`config.mk`:
```
export PLATFORM = sky130hd
export DESIGN_NAME = serial_async_control
export DESIGN_NICKNAME = d
export VERILOG_FILES = /design/src/logic/serial_pkg.sv /design/src/logic/serial_async_control.sv
export SDC_FILE = /design/constraint.sdc
export NUM_CORES = 1
export LEC_CHECK = 0
export BUFFER_PORTS_ARGS = -buffer_cell sky130_fd_sc_hd__clkbuf_2
export CORE_MARGIN = 1
export CORE_UTILIZATION = 30
export DETAILED_ROUTE_END_ITERATION = 6
export MAX_ROUTING_LAYER = met4
export PLACE_DENSITY = 0.51
export SETUP_SLACK_MARGIN = 0.4
export SLEW_MARGIN = 20
export SYNTH_ARGS = -nofsm -noshare
export SYNTH_HDL_FRONTEND = slang
export SYNTH_SLANG_ARGS = --single-unit
```
`constraint.sdc`:
```
create_clock -name mclk -period 2.3 [get_ports mclk]
set_input_delay 0 -clock mclk [delete_from_list [all_inputs] [get_ports mclk]]
set_output_delay 0 -clock mclk [all_outputs]
set_load 0.05 [all_outputs]
```
`src/logic/serial_pkg.sv`:
```
// Purpose: Shared constants and types of the asynchronous serial control block.
// Assumes: APB slave with 32-bit data, one register per aligned word.
// Notes:   Offsets are byte addresses; registers hold 8 bits in the low lanes.

package serial_pkg;

  // ***************************************************************
  // Register offsets.
  // ***************************************************************
  localparam logic [7:0] FMT_OFF  = 8'h00;
  localparam logic [7:0] ENA_OFF  = 8'h04;
  localparam logic [7:0] NTH_OFF  = 8'h08;
  localparam logic [7:0] DATA_OFF = 8'h0C;
  localparam logic [7:0] STAT_OFF = 8'h10;
  localparam logic [7:0] BAUD_OFF = 8'h14;

  // ***************************************************************
  // Field positions of the format register.
  // ***************************************************************
  localparam int FMT_UNIT_ON = 6;
  localparam int FMT_INVERT  = 5;
  localparam int FMT_CHAR9   = 4;
  localparam int FMT_WAKE_MK = 3;
  localparam int FMT_IDLE_OR = 2;
  localparam int FMT_PAR_ON  = 1;
  localparam int FMT_PAR_ODD = 0;
  localparam logic [7:0] FMT_MASK = 8'h7F;

  // ***************************************************************
  // Field positions of the enable and interrupt register.
  // ***************************************************************
  localparam int ENA_TXE_IE = 7;
  localparam int ENA_TXD_IE = 6;
  localparam int ENA_RXF_IE = 5;
  localparam int ENA_IDL_IE = 4;
  localparam int ENA_TX_ON  = 3;
  localparam int ENA_RX_ON  = 2;
  localparam int ENA_STBY   = 1;
  localparam int ENA_BREAK  = 0;

  // ***************************************************************
  // Field positions of the ninth-bit register and the status register.
  // ***************************************************************
  localparam int NTH_RX9    = 7;
  localparam int NTH_TX9    = 6;
  localparam int NTH_OVR_IE = 3;
  localparam int ST_TX_EMPTY = 7;
  localparam int ST_TX_DONE  = 6;
  localparam int ST_RX_FULL  = 5;
  localparam int ST_IDLE     = 4;
  localparam int ST_OVERRUN  = 3;
  localparam int ST_PAR_ERR  = 0;

  // ***************************************************************
  // Reset values and frame lengths.
  // ***************************************************************
  localparam logic [7:0] REG_RST  = 8'h00;
  localparam logic [7:0] BAUD_RST = 8'h0F;
  localparam logic [3:0] LEN8     = 4'hA;
  localparam logic [3:0] LEN9     = 4'hB;
  localparam logic [10:0] ALL_ONES = 11'h7FF;
  localparam logic [10:0] ALL_ZERO = 11'h000;

  typedef enum {TX_IDLE, TX_SHIFT} tx_state_t;
  typedef enum {RX_IDLE, RX_FRAME} rx_state_t;

endpackage

```
`src/logic/serial_async_control.sv`:
```
// Purpose: Asynchronous serial interface with its control, flags and line logic.
// Assumes: rx_pin is synchronous to mclk; bit time is (baud register + 1) cycles.
// Notes:   Status flags clear by a status read followed by a data access.

`timescale 1ns/100ps

// Operation
// - Invert every transmitted level when invert set.
// - Length bit picks nine or eight bits.
// - Wake bit picks address mark or idle.
// - Idle count starts after stop or start.
// - Parity generated and checked in MSB.
// - Frames are ten or eleven bits long.
// - Enabled transmitter-empty raises transmitter interrupt while unit enable is on.
// - Enabled transmission-complete raises transmitter interrupt while unit enable is on.
// - Enabled receiver-full raises receiver interrupt.
// - Enabled idle flag raises receiver interrupt.
// - Transmitter enable sends a preamble of ones.
// - Disabling transmitter finishes character, then idles high.
// - Toggling transmitter enable queues one idle character.
// - Receiver disable stops reception, keeps flags.
// - Standby masks receive interrupts; wakeup clears it.
// - Break then one; held break repeats.
// - Received ninth bit captured; reset keeps it.
// - Transmit ninth bit loaded with data.
// - Enabled overrun raises error interrupt.
// - Unit enable off sets empty, done flags.
module serial_async_control
  import serial_pkg::*;
(
  // Clock and reset.
  input  wire logic        mclk,
  input  wire logic        arst_n,
  // APB slave.
  input  wire logic        psel,
  input  wire logic        penable,
  input  wire logic        pwrite,
  input  wire logic [7:0]  paddr,
  input  wire logic [31:0] pwdata,
  output logic      [31:0] prdata,
  output logic             pready,
  output logic             pslverr,
  // Serial line.
  output logic             tx_pin,
  input  wire logic        rx_pin,
  // Interrupt requests.
  output logic             tx_irq,
  output logic             rx_irq,
  output logic             err_irq
);

  // ***************************************************************
  // Registers and flags.
  // ***************************************************************
  logic [7:0]  fmt_r;
  logic [7:0]  ena_r;
  logic        ovr_en_r;
  logic [7:0]  baud_r;
  logic        tx_ninth_bit;
  logic        rx_ninth_bit;
  logic [7:0]  data_buffer_reg;
  logic [7:0]  rx_buf_r;
  logic        tx_empty_flag;
  logic        tx_done_flag;
  logic        rx_full_flag;
  logic        idle_flag_r;
  logic        overrun_r;
  logic        par_err_r;
  logic        te_arm_r;
  logic [3:0]  rx_arm_r;
  logic [31:0] prdata_r;
  logic        pready_r;
  logic        pslverr_r;
  logic        tx_pin_r;
  logic        tx_irq_r;
  logic        rx_irq_r;
  logic        err_irq_r;

  tx_state_t   tx_state;
  logic [10:0] tx_sh_r;
  logic [3:0]  tx_bits_r;
  logic [7:0]  tx_cnt_r;
  logic        pre_pend_r;
  logic        post_brk_r;

  rx_state_t   rx_state;
  logic [10:0] rx_sh_r;
  logic [3:0]  rx_bits_r;
  logic [7:0]  rx_cnt_r;
  logic [3:0]  idle_cnt_r;
  logic        idle_seen_r;

  // ***************************************************************
  // Decoded controls.
  // ***************************************************************
  logic serial_unit_on;
  logic transmit_invert;
  logic char9;
  logic wake_on_mark;
  logic idle_count_origin;
  logic parity_on;
  logic parity_odd_sel;
  logic tx_on;
  logic rx_on;
  logic rx_standby;
  logic break_send;
  logic [3:0] frame_len;

  assign serial_unit_on    = fmt_r[FMT_UNIT_ON];
  assign transmit_invert   = fmt_r[FMT_INVERT];
  assign char9             = fmt_r[FMT_CHAR9];
  assign wake_on_mark      = fmt_r[FMT_WAKE_MK];
  assign idle_count_origin = fmt_r[FMT_IDLE_OR];
  assign parity_on         = fmt_r[FMT_PAR_ON];
  assign parity_odd_sel    = fmt_r[FMT_PAR_ODD];
  assign tx_on             = ena_r[ENA_TX_ON];
  assign rx_on             = ena_r[ENA_RX_ON];
  assign rx_standby        = ena_r[ENA_STBY];
  assign break_send        = ena_r[ENA_BREAK];
  assign frame_len         = char9 ? LEN9 : LEN8;

  // ***************************************************************
  // APB access decode.
  // ***************************************************************
  logic       setup;
  logic       wr_acc;
  logic       rd_acc;
  logic       mapped;
  logic [7:0] rd_val;
  logic [7:0] status;

  assign setup  = psel & ~penable;
  assign wr_acc = psel & penable & pready_r & pwrite;
  assign rd_acc = psel & penable & pready_r & ~pwrite;
  assign mapped = (paddr == FMT_OFF) | (paddr == ENA_OFF) | (paddr == NTH_OFF) |
                  (paddr == DATA_OFF) | (paddr == STAT_OFF) | (paddr == BAUD_OFF);

  always_comb begin
    status = 8'h00;
    status[ST_TX_EMPTY] = tx_empty_flag;
    status[ST_TX_DONE]  = tx_done_flag;
    status[ST_RX_FULL]  = rx_full_flag;
    status[ST_IDLE]     = idle_flag_r;
    status[ST_OVERRUN]  = overrun_r;
    status[ST_PAR_ERR]  = par_err_r;
    rd_val = 8'h00;
    case (paddr)
      FMT_OFF:  rd_val = fmt_r;
      ENA_OFF:  rd_val = ena_r;
      NTH_OFF: begin
        rd_val[NTH_RX9]    = rx_ninth_bit;
        rd_val[NTH_TX9]    = tx_ninth_bit;
        rd_val[NTH_OVR_IE] = ovr_en_r;
      end
      DATA_OFF: rd_val = rx_buf_r;
      STAT_OFF: rd_val = status;
      BAUD_OFF: rd_val = baud_r;
      default:  rd_val = 8'h00;
    endcase
  end

  always_ff @(posedge mclk or negedge arst_n) begin
    if (!arst_n) begin
      prdata_r  <= 32'h0000_0000;
      pready_r  <= 1'b0;
      pslverr_r <= 1'b0;
    end else begin
      pready_r  <= setup;
      pslverr_r <= setup & ~mapped;
      if (setup) begin
        prdata_r <= {24'h00_0000, rd_val};
      end
    end
  end

  // ***************************************************************
  // Transmitter.
  // ***************************************************************
  logic        tx_idle;
  logic        go_brk;
  logic        go_post;
  logic        go_pre;
  logic        go_data;
  logic        tx_start;
  logic [8:0]  tx_pay;
  logic [10:0] tx_frame;

  assign tx_idle  = (tx_state == TX_IDLE) & serial_unit_on & tx_on;
  assign go_brk   = tx_idle & break_send;
  assign go_post  = tx_idle & ~break_send & post_brk_r;
  assign go_pre   = tx_idle & ~break_send & ~post_brk_r & pre_pend_r;
  assign go_data  = tx_idle & ~break_send & ~post_brk_r & ~pre_pend_r & ~tx_empty_flag;
  assign tx_start = go_brk | go_post | go_pre | go_data;

  always_comb begin
    if (char9) begin
      tx_pay = {parity_on ? (^data_buffer_reg ^ parity_odd_sel) : tx_ninth_bit,
                data_buffer_reg};
      tx_frame = {1'b1, tx_pay, 1'b0};
    end else begin
      tx_pay = {1'b1, parity_on ? (^data_buffer_reg[6:0] ^ parity_odd_sel)
                                : data_buffer_reg[7], data_buffer_reg[6:0]};
      tx_frame = {2'b11, tx_pay[7:0], 1'b0};
    end
  end

  always_ff @(posedge mclk or negedge arst_n) begin
    if (!arst_n) begin
      tx_state  <= TX_IDLE;
      tx_sh_r   <= ALL_ONES;
      tx_bits_r <= 4'h0;
      tx_cnt_r  <= 8'h00;
    end else begin
      case (tx_state)
        TX_IDLE: begin
          if (tx_start) begin
            tx_state <= TX_SHIFT;
            tx_cnt_r <= baud_r;
            if (go_brk) begin
              tx_sh_r   <= ALL_ZERO;
              tx_bits_r <= frame_len;
            end else if (go_post) begin
              tx_sh_r   <= ALL_ONES;
              tx_bits_r <= 4'h1;
            end else if (go_pre) begin
              tx_sh_r   <= ALL_ONES;
              tx_bits_r <= frame_len;
            end else begin
              tx_sh_r   <= tx_frame;
              tx_bits_r <= frame_len;
            end
          end
        end
        TX_SHIFT: begin
          if (!serial_unit_on) begin
            tx_state <= TX_IDLE;
          end else if (tx_cnt_r == 8'h00) begin
            tx_cnt_r  <= baud_r;
            tx_sh_r   <= {1'b1, tx_sh_r[10:1]};
            tx_bits_r <= 4'(tx_bits_r - 4'h1);
            if (tx_bits_r == 4'h1 && break_send && tx_on) begin
              tx_sh_r   <= ALL_ZERO;
              tx_bits_r <= frame_len;
            end else if (tx_bits_r == 4'h1) begin
              tx_state <= TX_IDLE;
            end
          end else begin
            tx_cnt_r <= 8'(tx_cnt_r - 8'h01);
          end
        end
        default: tx_state <= TX_IDLE;
      endcase
    end
  end

  always_ff @(posedge mclk or negedge arst_n) begin
    if (!arst_n) begin
      pre_pend_r <= 1'b0;
      post_brk_r <= 1'b0;
    end else begin
      if (wr_acc && paddr == ENA_OFF && pwdata[ENA_TX_ON] && !tx_on) begin
        pre_pend_r <= 1'b1;
      end else if (go_pre) begin
        pre_pend_r <= 1'b0;
      end
      if (go_brk) begin
        post_brk_r <= 1'b1;
      end else if (go_post) begin
        post_brk_r <= 1'b0;
      end
    end
  end

  always_ff @(posedge mclk or negedge arst_n) begin
    if (!arst_n) begin
      tx_pin_r <= 1'b1;
    end else begin
      tx_pin_r <= ((tx_state == TX_SHIFT) ? tx_sh_r[0] : 1'b1) ^ transmit_invert;
    end
  end

  // ***************************************************************
  // Receiver.
  // ***************************************************************
  logic        rx_act;
  logic        rx_tick;
  logic        rx_done;
  logic        s_bit;
  logic [10:0] rx_new;
  logic        rx_msb;
  logic [7:0]  rx_data;
  logic        rx_perr;
  logic        idle_hit;
  logic        mark_wake;
  logic        idle_wake;
  logic        deliver;

  assign rx_act    = serial_unit_on & rx_on;
  assign rx_tick   = rx_act & (rx_cnt_r == 8'h00);
  assign s_bit     = rx_pin;
  assign rx_new    = {s_bit, rx_sh_r[10:1]};
  assign rx_done   = (rx_state == RX_FRAME) & rx_tick & (rx_bits_r == 4'h1);
  assign rx_msb    = rx_new[9];
  assign rx_data   = char9 ? rx_new[8:1] : rx_new[9:2];
  assign rx_perr   = parity_on & ((char9 ? ^rx_new[9:1] : ^rx_new[9:2]) != parity_odd_sel);
  assign idle_hit  = (rx_state == RX_IDLE) & rx_tick & s_bit &
                     (4'(idle_cnt_r + 4'h1) == frame_len);
  assign mark_wake = rx_done & rx_standby & wake_on_mark & rx_msb;
  assign idle_wake = idle_hit & rx_standby & ~wake_on_mark;
  assign deliver   = rx_done & (~rx_standby | mark_wake);

  always_ff @(posedge mclk or negedge arst_n) begin
    if (!arst_n) begin
      rx_state   <= RX_IDLE;
      rx_sh_r    <= ALL_ZERO;
      rx_bits_r  <= 4'h0;
      rx_cnt_r   <= 8'h00;
      idle_cnt_r <= 4'h0;
    end else begin
      case (rx_state)
        RX_IDLE: begin
          if (!rx_act) begin
            idle_cnt_r <= 4'h0;
            rx_cnt_r   <= baud_r;
          end else if (!s_bit) begin
            rx_state   <= RX_FRAME;
            rx_cnt_r   <= baud_r >> 1;
            rx_bits_r  <= frame_len;
            idle_cnt_r <= 4'h0;
          end else if (rx_tick) begin
            rx_cnt_r <= baud_r;
            if (idle_cnt_r != frame_len) begin
              idle_cnt_r <= 4'(idle_cnt_r + 4'h1);
            end
          end else begin
            rx_cnt_r <= 8'(rx_cnt_r - 8'h01);
          end
        end
        RX_FRAME: begin
          if (!rx_act) begin
            rx_state <= RX_IDLE;
          end else if (rx_tick) begin
            rx_cnt_r  <= baud_r;
            rx_sh_r   <= rx_new;
            rx_bits_r <= 4'(rx_bits_r - 4'h1);
            if (rx_bits_r == frame_len && s_bit) begin
              rx_state <= RX_IDLE;
            end else if (rx_bits_r == 4'h1) begin
              rx_state <= RX_IDLE;
            end
            if (idle_count_origin || rx_bits_r == frame_len || !s_bit) begin
              idle_cnt_r <= 4'h0;
            end else begin
              idle_cnt_r <= 4'(idle_cnt_r + 4'h1);
            end
          end else begin
            rx_cnt_r <= 8'(rx_cnt_r - 8'h01);
          end
        end
        default: rx_state <= RX_IDLE;
      endcase
    end
  end

  always_ff @(posedge mclk) begin
    if (deliver && !rx_full_flag) begin
      rx_buf_r     <= rx_data;
      rx_ninth_bit <= rx_new[9];
    end
  end

  // ***************************************************************
  // Register writes.
  // ***************************************************************
  always_ff @(posedge mclk or negedge arst_n) begin
    if (!arst_n) begin
      fmt_r    <= REG_RST;
      ena_r    <= REG_RST;
      ovr_en_r <= 1'b0;
      baud_r   <= BAUD_RST;
    end else begin
      if (wr_acc && paddr == FMT_OFF) begin
        fmt_r <= pwdata[7:0] & FMT_MASK;
      end
      if (wr_acc && paddr == ENA_OFF) begin
        ena_r <= pwdata[7:0];
      end else if (mark_wake || idle_wake) begin
        ena_r[ENA_STBY] <= 1'b0;
      end
      if (wr_acc && paddr == NTH_OFF) begin
        ovr_en_r <= pwdata[NTH_OVR_IE];
      end
      if (wr_acc && paddr == BAUD_OFF) begin
        baud_r <= pwdata[7:0];
      end
    end
  end

  always_ff @(posedge mclk) begin
    if (wr_acc && paddr == NTH_OFF) begin
      tx_ninth_bit <= pwdata[NTH_TX9];
    end
    if (wr_acc && paddr == DATA_OFF) begin
      data_buffer_reg <= pwdata[7:0];
    end
  end

  // ***************************************************************
  // Status flags.
  // ***************************************************************
  logic tx_clr;
  logic rx_clr;

  assign tx_clr = wr_acc & (paddr == DATA_OFF) & te_arm_r;
  assign rx_clr = rd_acc & (paddr == DATA_OFF);

  always_ff @(posedge mclk or negedge arst_n) begin
    if (!arst_n) begin
      te_arm_r <= 1'b0;
      rx_arm_r <= 4'h0;
    end else begin
      if (rd_acc && paddr == STAT_OFF) begin
        te_arm_r <= prdata_r[ST_TX_EMPTY];
        rx_arm_r <= {prdata_r[ST_RX_FULL], prdata_r[ST_IDLE],
                     prdata_r[ST_OVERRUN], prdata_r[ST_PAR_ERR]};
      end else begin
        if (wr_acc && paddr == DATA_OFF) begin
          te_arm_r <= 1'b0;
        end
        if (rx_clr) begin
          rx_arm_r <= 4'h0;
        end
      end
    end
  end

  always_ff @(posedge mclk or negedge arst_n) begin
    if (!arst_n) begin
      tx_empty_flag <= 1'b1;
      tx_done_flag  <= 1'b1;
    end else begin
      if (!serial_unit_on || go_data) begin
        tx_empty_flag <= 1'b1;
      end else if (tx_clr) begin
        tx_empty_flag <= 1'b0;
      end
      tx_done_flag <= ~serial_unit_on |
                      ((tx_state == TX_IDLE) & ~tx_start & tx_empty_flag & ~tx_clr);
    end
  end

  always_ff @(posedge mclk or negedge arst_n) begin
    if (!arst_n) begin
      rx_full_flag <= 1'b0;
      idle_flag_r  <= 1'b0;
      overrun_r    <= 1'b0;
      par_err_r    <= 1'b0;
      idle_seen_r  <= 1'b0;
    end else begin
      if (deliver && !rx_full_flag) begin
        rx_full_flag <= 1'b1;
      end else if (rx_clr && rx_arm_r[3]) begin
        rx_full_flag <= 1'b0;
      end
      if (deliver && rx_full_flag) begin
        overrun_r <= 1'b1;
      end else if (rx_clr && rx_arm_r[1]) begin
        overrun_r <= 1'b0;
      end
      if (deliver && !rx_full_flag && rx_perr) begin
        par_err_r <= 1'b1;
      end else if (rx_clr && rx_arm_r[0]) begin
        par_err_r <= 1'b0;
      end
      if (idle_hit && !rx_standby && idle_seen_r) begin
        idle_flag_r <= 1'b1;
      end else if (rx_clr && rx_arm_r[2]) begin
        idle_flag_r <= 1'b0;
      end
      if (deliver && !rx_full_flag) begin
        idle_seen_r <= 1'b1;
      end else if (idle_hit && !rx_standby) begin
        idle_seen_r <= 1'b0;
      end
    end
  end

  // ***************************************************************
  // Interrupt requests.
  // ***************************************************************
  always_ff @(posedge mclk or negedge arst_n) begin
    if (!arst_n) begin
      tx_irq_r  <= 1'b0;
      rx_irq_r  <= 1'b0;
      err_irq_r <= 1'b0;
    end else begin
      tx_irq_r  <= serial_unit_on &
                   ((tx_empty_flag & ena_r[ENA_TXE_IE]) |
                    (tx_done_flag & ena_r[ENA_TXD_IE]));
      rx_irq_r  <= ~rx_standby &
                   ((rx_full_flag & ena_r[ENA_RXF_IE]) |
                    (idle_flag_r & ena_r[ENA_IDL_IE]));
      err_irq_r <= overrun_r & ovr_en_r;
    end
  end

  assign prdata  = prdata_r;
  assign pready  = pready_r;
  assign pslverr = pslverr_r;
  assign tx_pin  = tx_pin_r;
  assign tx_irq  = tx_irq_r;
  assign rx_irq  = rx_irq_r;
  assign err_irq = err_irq_r;

endmodule

```
Yosys cells after proc, flatten, opt, wreduce, memory -nomap -nowiden
Cells that the tools add are included.
{"block": "totals", "regBits": 184, "input_bits": 46, "out_inout_bits": 38, "word_cells": 283}
{"block": "classes", "add_sub_neg": 5, "n_eq_ne": 29, "muxes": 83, "bitwise": 69, "n_reduce_logical": 61}
{"op": "$mux 32", "n": 11}
{"op": "$logic_not 32->1", "n": 4}
{"op": "$pmux 32 s2", "n": 2}
{"op": "$mux 11", "n": 7}
{"op": "$mux 4", "n": 19}
{"op": "$eq 32x1->1 const B", "n": 2}
{"op": "$eq 32x2->1 const B", "n": 2}
{"op": "$mux 8", "n": 8}
{"op": "$and 1x1->1", "n": 42}
{"op": "$pmux 8 s2", "n": 2}
{"op": "$reduce_bool 2->1", "n": 13}
{"op": "$mux 1", "n": 25}
{"op": "$logic_not 8->1", "n": 3}
{"op": "$pmux 4 s2", "n": 3}
{"op": "$pmux 11 s2", "n": 1}
{"op": "$logic_and 1x1->1", "n": 20}
{"op": "$eq 8x4->1 const B", "n": 2}
{"op": "$eq 8x5->1 const B", "n": 2}
{"op": "$reduce_xor 8->1", "n": 2}
{"op": "$sub 8x1->8 const B", "n": 2}
{"op": "$pmux 3 s5", "n": 1}
{"op": "$ne 2x2->1 const B", "n": 7}
{"op": "$ne 3x3->1 const B", "n": 4}
{"op": "$ne 4x4->1 const B", "n": 3}
{"op": "other kinds (22)", "n": 60}

Logic depth before layout (Yosys ltp)
Gate-level depths: netlist of run 1.
{"block": "depth", "word_depth": 13, "depth_mapped": 8, "mapped_depth_nobuf": 7}

Worst setup path before layout of run 1
No wires, ideal clock.
{"block": "synth_timing", "path_kind": "flip-flop to flip-flop", "from": "register rx_cnt_r[0]", "to": "register rx_buf_r[0] (enable)", "setup_time_ns": 0.391, "arrival_time_ns": 1.965, "required_time_ns": 1.909, "slack_ns": -0.055, "path_stages_with_launch": 6, "n_path_buf": 0, "period_less_slack_ns": 2.355, "path_cell_list": "dfrtp_1 > inv_1 > ha_1 > nor3b_1 > nand4_1 > nor3_1"}
{"block": "synth_via", "elab_chain_cells": 10}
{"item": "start: declaration", "line": "serial_async_control.sv:89", "source": "logic [7:0] rx_cnt_r;"}
{"item": "start signal: assignment", "line": "serial_async_control.sv:324", "source": "rx_cnt_r <= baud_r;"}
{"item": "start signal: assignment", "line": "serial_async_control.sv:327", "source": "rx_cnt_r <= baud_r >> 1;"}
{"item": "start signal: assignment", "line": "serial_async_control.sv:331", "source": "rx_cnt_r <= baud_r;"}
{"item": "$logic_not 8->1 *", "line": "serial_async_control.sv:299", "source": "assign rx_tick = rx_act & (rx_cnt_r == 8'h00);"}
{"item": "$and 1x1->1 *", "line": "serial_async_control.sv:299"}
{"item": "$and 1x1->1 * (2 in series)", "line": "serial_async_control.sv:302", "source": "assign rx_done = (rx_state == RX_FRAME) & rx_tick & (rx_bits_r == 4'h1);"}
{"item": "$and 1x1->1 (3 in series)", "line": "serial_async_control.sv:308", "source": "assign mark_wake = rx_done & rx_standby & wake_on_mark & rx_msb;"}
{"item": "$or 1x1->1", "line": "serial_async_control.sv:310", "source": "assign deliver = rx_done & (~rx_standby | mark_wake);"}
{"item": "$and 1x1->1 *", "line": "serial_async_control.sv:310"}
{"item": "$logic_and 1x1->1 *", "line": "serial_async_control.sv:366", "source": "if (deliver && !rx_full_flag) begin"}
{"item": "end signal: assignment", "line": "serial_async_control.sv:367", "source": "rx_buf_r <= rx_data;"}
{"item": "end: declaration", "line": "serial_async_control.sv:62", "source": "logic [7:0] rx_buf_r;"}
Every way passes the cells marked *; elsewhere a longest branch is shown, timed or not.
A chain may end at the register's enable or synchronous reset.

Final worst setup path of run 1
{"block": "layout_timing", "from": "register post_brk_r", "to": "register tx_cnt_r[4]"}
{"block": "layout_via", "elab_chain_cells": 7, "elab_cells_between_ends": 11, "cone_classes": "1 x eq/ne; 9 x bitwise; 1 x reduce/logical"}
{"item": "start: declaration", "line": "serial_async_control.sv:84", "source": "logic post_brk_r;"}
{"item": "start signal: assignment", "line": "serial_async_control.sv:259", "source": "post_brk_r <= 1'b0;"}
{"item": "start signal: assignment", "line": "serial_async_control.sv:267", "source": "post_brk_r <= 1'b1;"}
{"item": "start signal: assignment", "line": "serial_async_control.sv:269", "source": "post_brk_r <= 1'b0;"}
{"item": "$not 1->1", "line": "serial_async_control.sv:191, serial_async_control.sv:192"}
{"item": "$and 1x1->1", "line": "serial_async_control.sv:191, serial_async_control.sv:192"}
{"item": "$and 1x1->1, on equally long branches", "line": "serial_async_control.sv:191, serial_async_control.sv:192"}
{"item": "$or 1x1->1 / $and 1x1->1 (equally long branches)", "line": "serial_async_control.sv:193, serial_async_control.sv:192"}
{"item": "$or 1x1->1 *", "line": "serial_async_control.sv:193", "source": "assign tx_start = go_brk | go_post | go_pre | go_data;"}
{"item": "$ne 2x2->1 (no line) *"}
{"item": "$reduce_and 3->1 (no line) *"}
{"item": "end signal: assignment", "line": "serial_async_control.sv:218", "source": "tx_cnt_r <= baud_r;"}
{"item": "end signal: assignment", "line": "serial_async_control.sv:238", "source": "tx_cnt_r <= baud_r;"}
{"item": "end signal: assignment", "line": "serial_async_control.sv:248", "source": "tx_cnt_r <= 8'(tx_cnt_r - 8'h01);"}
{"item": "end: declaration", "line": "serial_async_control.sv:82", "source": "logic [7:0] tx_cnt_r;"}
Marks and branches as above.

==> results of run 1 <==
==> cell usage in the layout (no fill, tap or decap), types with 10 or more instances in the layout <==
master	count
dfrtp_1	83
nor2_1	57
nand2_1	53
buf_4	41
mux2_2	38
clkbuf_2	34
o21ai_0	33
a21oi_1	29
conb_1	24
clkbuf_16	19
xnor2_1	18
dfstp_2	18
edfxtp_1	18
inv_1	16
dlygate4sd3_1	12
nand3_1	10
nand2b_1	10
nor3_1	10
==> critical path, delay by kind of cell (launching register included) <==
kind                   cells  cell delay, ns
DFF                        1            0.45
AOI/OAI and AO/OA          3            0.41
and+or+nand+nor            2            0.74
buffers and inverters      1            0.15
==> cell type report <==
class	count	area, um^2
Sequential cell	120	3120
Clock buffer	18	429
Multi-Input combinational cell	452	3230
Tap cell	275	344
Timing Repair Buffer	96	771
Fill cell	2083	13000
Inverter	20	75.1
Clock inverter	14	198
==> synth_stat cells (8+ instances only) <==
master and count:
nor2_1 57, a21oi_1 30, ha_1 9, nand3_1 11, a22oi_1 9, buf_4 25
a31oi_1 9, nand2_1 55, buf_2 15, o21ai_0 40, nand2b_1 10, dfrtp_1 84
xnor2_1 18, edfxtp_1 18, nor3_1 14, inv_1 20, a221oi_1 8, a22o_1 9
mux2_2 38, dfstp_2 18, xor2_1 9
==> what timing repair did <==
action | 4_1_cts | 5_1_grt
setup endpoints to repair | 46 | 55
buffers inserted | 15 | 8
cloned | 1 | 1
pin swaps | 6 | 11
gates resized for setup | 12 | 31
hold buffers | 12 | 0
endpoints found under the hold margin | 109 | 0
==> worst min path at each step <==
stage                   from                         to  depth (start not counted)
floorplan             arst_n      baud_r[4]$_DFFE_PN0P_                          0
global placement      arst_n  idle_cnt_r[0]$_DFFE_PN0P_                          1
detailed placement    arst_n  idle_cnt_r[2]$_DFFE_PN0P_                          1
CTS                 paddr[0]      prdata[2]$_DFFE_PN0P_                          4
global route          arst_n  idle_cnt_r[2]$_DFFE_PN0P_                          2
finish                arst_n  idle_cnt_r[2]$_DFFE_PN0P_                          2
==> power breakdown <==
| part | internal (uW) | switching (uW) | leakage, uW | total (uW) |
|---|---|---|---|---|
| sequential | 2160 | 10.3 | 0.00146 | 2170 |
| combinational | 65.6 | 205 | 0.00168 | 271 |
| clock | 1820 | 1020 | 0.000301 | 2840 |
==> cell families after synthesis <==
family,Yosys count,synth area share [%]
AOI/OAI and AO/OA,149,15.6
buffers and inverters,70,6.00
xor gates and xnor gates,27,3.64
muxes,49,9.23
adders and majority gates,9,1.73
and+or+nand+nor,194,15.8
DFF,120,47.9
other,1,0.0577
==> stage by stage <==
stage               cell area [um^2]  utilization [%]  cells
finish                          8160             38.6    995
global route                    8160             38.6    995
CTS                             7970             37.7    986
detailed placement              7020             33.2    926
global placement                7020             33.2    926
floorplan                       6610                -    642
==> layer usage <==
metal	up-vias	share of wire, %	GRT usage, %	wire length [um]
met5	-	0	-	0
met4	0	1.8	5.82	303
met3	25	4.9	3.94	840
met2	149	47	24.8	7910
met1	2565	47	21.6	7930
li1	2387	-	-	-
==> results.py, run 1 <==
metrics = {
    "outcome": {
        "outcome": "completed",
    },
    "cells_and_area": {
        "drive_above_1_share_pct": 30.1,
        "nNetsFinal": 762,
        "top_register": "tx_sh_r",
        "largest_reg_flops": 11,
        "area_delta_synth_final_pct": 25.5,
        "reg_top3": "tx_sh_r (11), rx_sh_r (9)",
        "n_antenna_cell": 0,
    },
    "clock_network": {
        "clockRootBuffer": "clkbuf_16",
        "clkSlewWorstSetupHoldPaths_ns": 0.06,
        "cts_tree": "built",
        "clk_latency_ns": 0.42,
        "clockBufferDepth": 2,
        "numCtsBuffers": 17,
        "cts.sinks": 120,
        "h-tree-depth": 4,
    },
    "place": {
        "numPortBuffers": 35,
        "dpl.hpwl_mm": 11.7,
        "pre_cts_slack_ns": 0.216,
        "place_congestion": 0.872,
    },
    "setup_path": {
        "crit_path_max_incr_delay_ns": 0.55,
        "reg2reg_slack_ns": 0.42,
        "end_kind": "flop",
        "critPathKind": "reg2reg",
        "start_kind": "flop",
        "worstPathRequired_ns": 2.60,
        "crit_chain": "or4b_4, and2_4, o21ai_4, buf_12, a21oi_1, o22a_1",
        "startpoint": "post_brk_r$_DFFE_PN0P_",
        "cp.arrival_ns": 2.18,
        "r2r_cells": 6,
        "critPathMaxFanout": 11,
        "timing.rr.end": "tx_cnt_r[4]$_DFFE_PN0P_",
        "cp-endpoint": "tx_cnt_r[4]$_DFFE_PN0P_",
        "r2r-start": "post_brk_r$_DFFE_PN0P_",
        "cp_slowest_cell": "or4b_4",
    },
    "run": {
        "maxCapViolCount": 0,
    },
    "global_routing": {
        "grt_overflow_total": 0,
        "grt_usage_pct": 16.5,
        "grt_max_degree": 47,
        "grt_pass1_wl_mm": 27.2,
        "grt_pass1_vias": 5128,
        "antenna_found_initial": 0,
    },
    "logic_synthesis": {
        "ys_ff_latch": 120,
        "synthFlopType": "dfrtp_1",
        "yosys-top-cells-area": "dfrtp_1, edfxtp_1, dfstp_2",
        "synth_cell_type_count": 73,
        "async_flop_share_pct": 85.0,
        "yosys.area.top_type": "dfrtp_1",
        "synth_top_area_share_pct": 32.3,
        "seq_area_frac_synth_pct": 47.9,
        "synth_warnings": 0,
        "syn_area_per_cell_um2": 10.5,
        "synth_area_um2": 6500,
        "syn_inst": 619,
        "synth-edff-count": 18,
    },
    "routing": {
        "drt-total-wl_mm": 17.0,
        "vias": 5126,
        "viasPerCell": 5.15,
        "drt_iter0_drc": 387,
        "ant_nets": 0,
        "wl_per_cell_um": 17.1,
        "drtPass1Iterations": 5,
        "drc": 0,
    },
    "floorplanning": {
        "ios": 84,
        "die_w_um": 149,
        "die-height_um": 149,
        "core_um2": 21200,
        "initial_core_util_pct": 30.7,
        "dieArea_um2": 22300,
        "rows": 53,
    },
    "pwr": {
        "peakVddDrop_mv": 0.555,
        "p_leak_uw": 0.00344,
        "power_uw": 5280,
        "power_density_nw_per_um2": 647,
    },
    "timing": {
        "fin_crit_sh_pct": 81.6,
        "timing.hold.ws_ns": 0.0427,
        "grt_setup_unrepaired": "true",
        "finalClockSkew_ns": 0.00647,
        "drv_slew": 0,
        "finalHoldViolations": 0,
        "timing.fmax_ghz": 0.533,
        "setup_slack_ns": 0.424,
        "fin_setup_tns_ns": 0,
        "layout_min_cycle_time_ns": 1.88,
        "setup_violations": 0,
    },
    "hold_path": {
        "hp-class": "in2async",
    },
}
No activity file was read; power rests on OpenSTA's default activity.
==> inputs of run 2 (changes only) <==
--- a/config.mk
+++ b/config.mk
@@ -10,7 +10,7 @@
 export CORE_UTILIZATION = 30
 export DETAILED_ROUTE_END_ITERATION = 6
 export MAX_ROUTING_LAYER = met4
-export PLACE_DENSITY = 0.51
+export PLACE_DENSITY = 0.49
 export SETUP_SLACK_MARGIN = 0.4
 export SLEW_MARGIN = 20
 export SYNTH_ARGS = -nofsm -noshare
==> constraint.sdc (replaced) <==
create_clock -name mclk -period 1.9 [get_ports mclk]
set_input_delay 0 -clock mclk [delete_from_list [all_inputs] [get_ports mclk]]
set_output_delay 0 -clock mclk [all_outputs]
set_load 0.05 [all_outputs]
==> results.py, run 2 (synthesis gave the netlist of run 1 again) <==
metrics = {
    "outcome": {
        "outcome": "completed",
    },
    "cells_and_area": {
        "n_antenna_cell": 0,
        "area_delta_synth_final_pct": 47.8,
        "drive_above_1_share_pct": 46.7,
        "regArea_um2": 3120,
        "top_register": "tx_sh_r",
        "utilization_pct": 45.4,
        "postLayoutCellArea_um2": 9610,
        "nFillCells": 1887,
        "nNetsFinal": 830,
        "multi_input_area_um2": 3900,
        "final_common_cell": "dfrtp_1",
        "reg_top3": "tx_sh_r (11), rx_sh_r (9)",
        "layout_common_cells": "dfrtp_1, buf_4, nand2_1",
        "largest_reg_flops": 11,
    },
    "timing": {
        "timing.hold.ws_ns": 0.0392,
        "grt_setup_unrepaired": "true",
        "setup_slack_ns": 0.000335,
        "setup_violations": 0,
        "fin_setup_tns_ns": 0,
        "timing.fmax_ghz": 0.526,
        "fin_crit_sh_pct": 100,
        "finalClockSkew_ns": 0.00734,
        "finalHoldViolations": 0,
        "layout_min_cycle_time_ns": 1.90,
        "drv_slew": 0,
    },
    "global_routing": {
        "use_met3_pct": 3.12,
        "grt_most_used_layer": "met2",
        "grt_max_degree": 51,
        "grt_pass1_wl_mm": 29.5,
        "use_met2_pct": 28.3,
        "grtUsageMet1_pct": 23.4,
        "grt_overflow_total": 0,
        "antenna_found_initial": 0,
        "grt_usage_pct": 18.0,
        "grt_pass1_vias": 5404,
    },
    "pwr": {
        "p_int_uw": 4800,
        "power_density_nw_per_um2": 650,
        "pwr-share-seq_pct": 42.1,
        "peakVddDrop_mv": 0.599,
        "p_leak_uw": 0.00403,
        "p_switching_uw": 1450,
        "clkPwrFrac_pct": 52.1,
        "p_comb_share_pct": 5.7,
        "swShare_pct": 23.1,
    },
    "floorplanning": {
        "initial_core_util_pct": 30.7,
        "ios": 84,
        "die_w_um": 149,
        "die-height_um": 149,
        "core_um2": 21200,
        "dieArea_um2": 22300,
        "rows": 53,
    },
    "place": {
        "place_area_um2": 7390,
        "pre_cts_slack_ns": 0.0173,
        "dpl.hpwl_mm": 12.1,
        "place_congestion": 0.812,
        "numPortBuffers": 35,
    },
    "setup_path": {
        "end_kind": "flop",
        "start_kind": "flop",
        "worstPathRequired_ns": 2.19,
        "critPathMaxFanout": 8,
        "cp.arrival_ns": 2.19,
        "cp_slowest_cell": "or4b_4",
        "critPathKind": "reg2reg",
        "crit_chain": "inv_2, ha_4, or4b_4, o21ai_4, buf_12, nor2_1, a22oi_1, o2bb2ai_1",
        "crit_family": "simple AND/OR/NAND/NOR gates",
        "crit_path_max_incr_delay_ns": 0.48,
        "worst-path-buf-inv": 2,
    },
    "clock_network": {
        "cts_tree": "built",
        "h-tree-depth": 4,
        "clkSlewWorstSetupHoldPaths_ns": 0.06,
        "clockBufferDepth": 2,
        "numCtsBuffers": 17,
        "clk_latency_ns": 0.41,
        "clockRootBuffer": "clkbuf_16",
        "cts.sinks": 120,
    },
    "routing": {
        "ant_nets": 0,
        "wl_per_cell_um": 17.9,
        "viasPerCell": 5.12,
        "vias": 5440,
        "drtPass1Iterations": 4,
        "drc": 0,
        "drt_iter0_drc": 346,
        "drt-total-wl_mm": 19.0,
    },
    "hold_path": {
        "hp-class": "in2reg",
    },
    "run": {
        "maxCapViolCount": 0,
    },
}
## run 2: path summary, 6_finish.rpt
check                           depth (start not counted)                    start                         to  slack (ns)
worst min-delay path                                    4                 paddr[4]      prdata[3]$_DFFE_PN0P_        0.04
max in group asynchronous                               3                   arst_n           tx_pin$_DFF_PN1_        1.09
worst max-delay path                                    8  tx_cnt_r[0]$_DFFE_PN0P_    tx_cnt_r[6]$_DFFE_PN0P_      0.0003
min in group asynchronous                               2                   arst_n      prdata[6]$_DFFE_PN0P_        0.11
worst max register to register                          8  tx_cnt_r[0]$_DFFE_PN0P_    tx_cnt_r[6]$_DFFE_PN0P_      0.0003
worst min register to register                          1   pre_pend_r$_DFFE_PN0P_  tx_empty_flag$_DFFE_PN1P_        0.48
## run 2: final cells by class
type                       count  area share [%]
multi-input combinational    452            40.6
sequential                   120            32.5
timing repair buffer         164            16.3
clock buffer                  20            4.65
tap                          275            3.58
clock inverter                12            1.58
inverter                      20           0.781
## run 2: layer usage
metal	share of wire, %	routed length, um
met2	50	9510
met5	0	0
met4	1.4	261
met1	46	8650
met3	3.0	574
## run 2: per-stage QoR
step | std cells | total power, uW
floorplan | 642 | 2900
global placement | 951 | 2990
detailed placement | 951 | 2990
CTS | 1038 | 6310
global route | 1063 | 6490
finish | 1063 | 6250
## run 2: tightest hold or removal path: cells and delay by family
kind	cells	cell delay [ns]
simple gates	1	0.07
compound gates	2	0.21
buf+inv	1	0.12
## run 2: power groups by stage
stage / Sequential [uW] / Combinational [uW] / Clock, uW
2_1_floorplan: 2680 / 221 / 0
3_3_place_gp: 2670 / 316 / 0
3_5_place_dp: 2670 / 317 / 0
4_1_cts: 2630 / 351 / 3320
5_1_grt: 2630 / 388 / 3470
6_report: 2630 / 359 / 3260
## run 2: what timing repair did
item,CTS,global route
gates cloned,7,1
pin swaps,34,39
endpoints found under the hold margin,89,0
buffers inserted,35,24
endpoints found under the setup margin,93,91
resized for setup,108,99
hold buffers,13,0
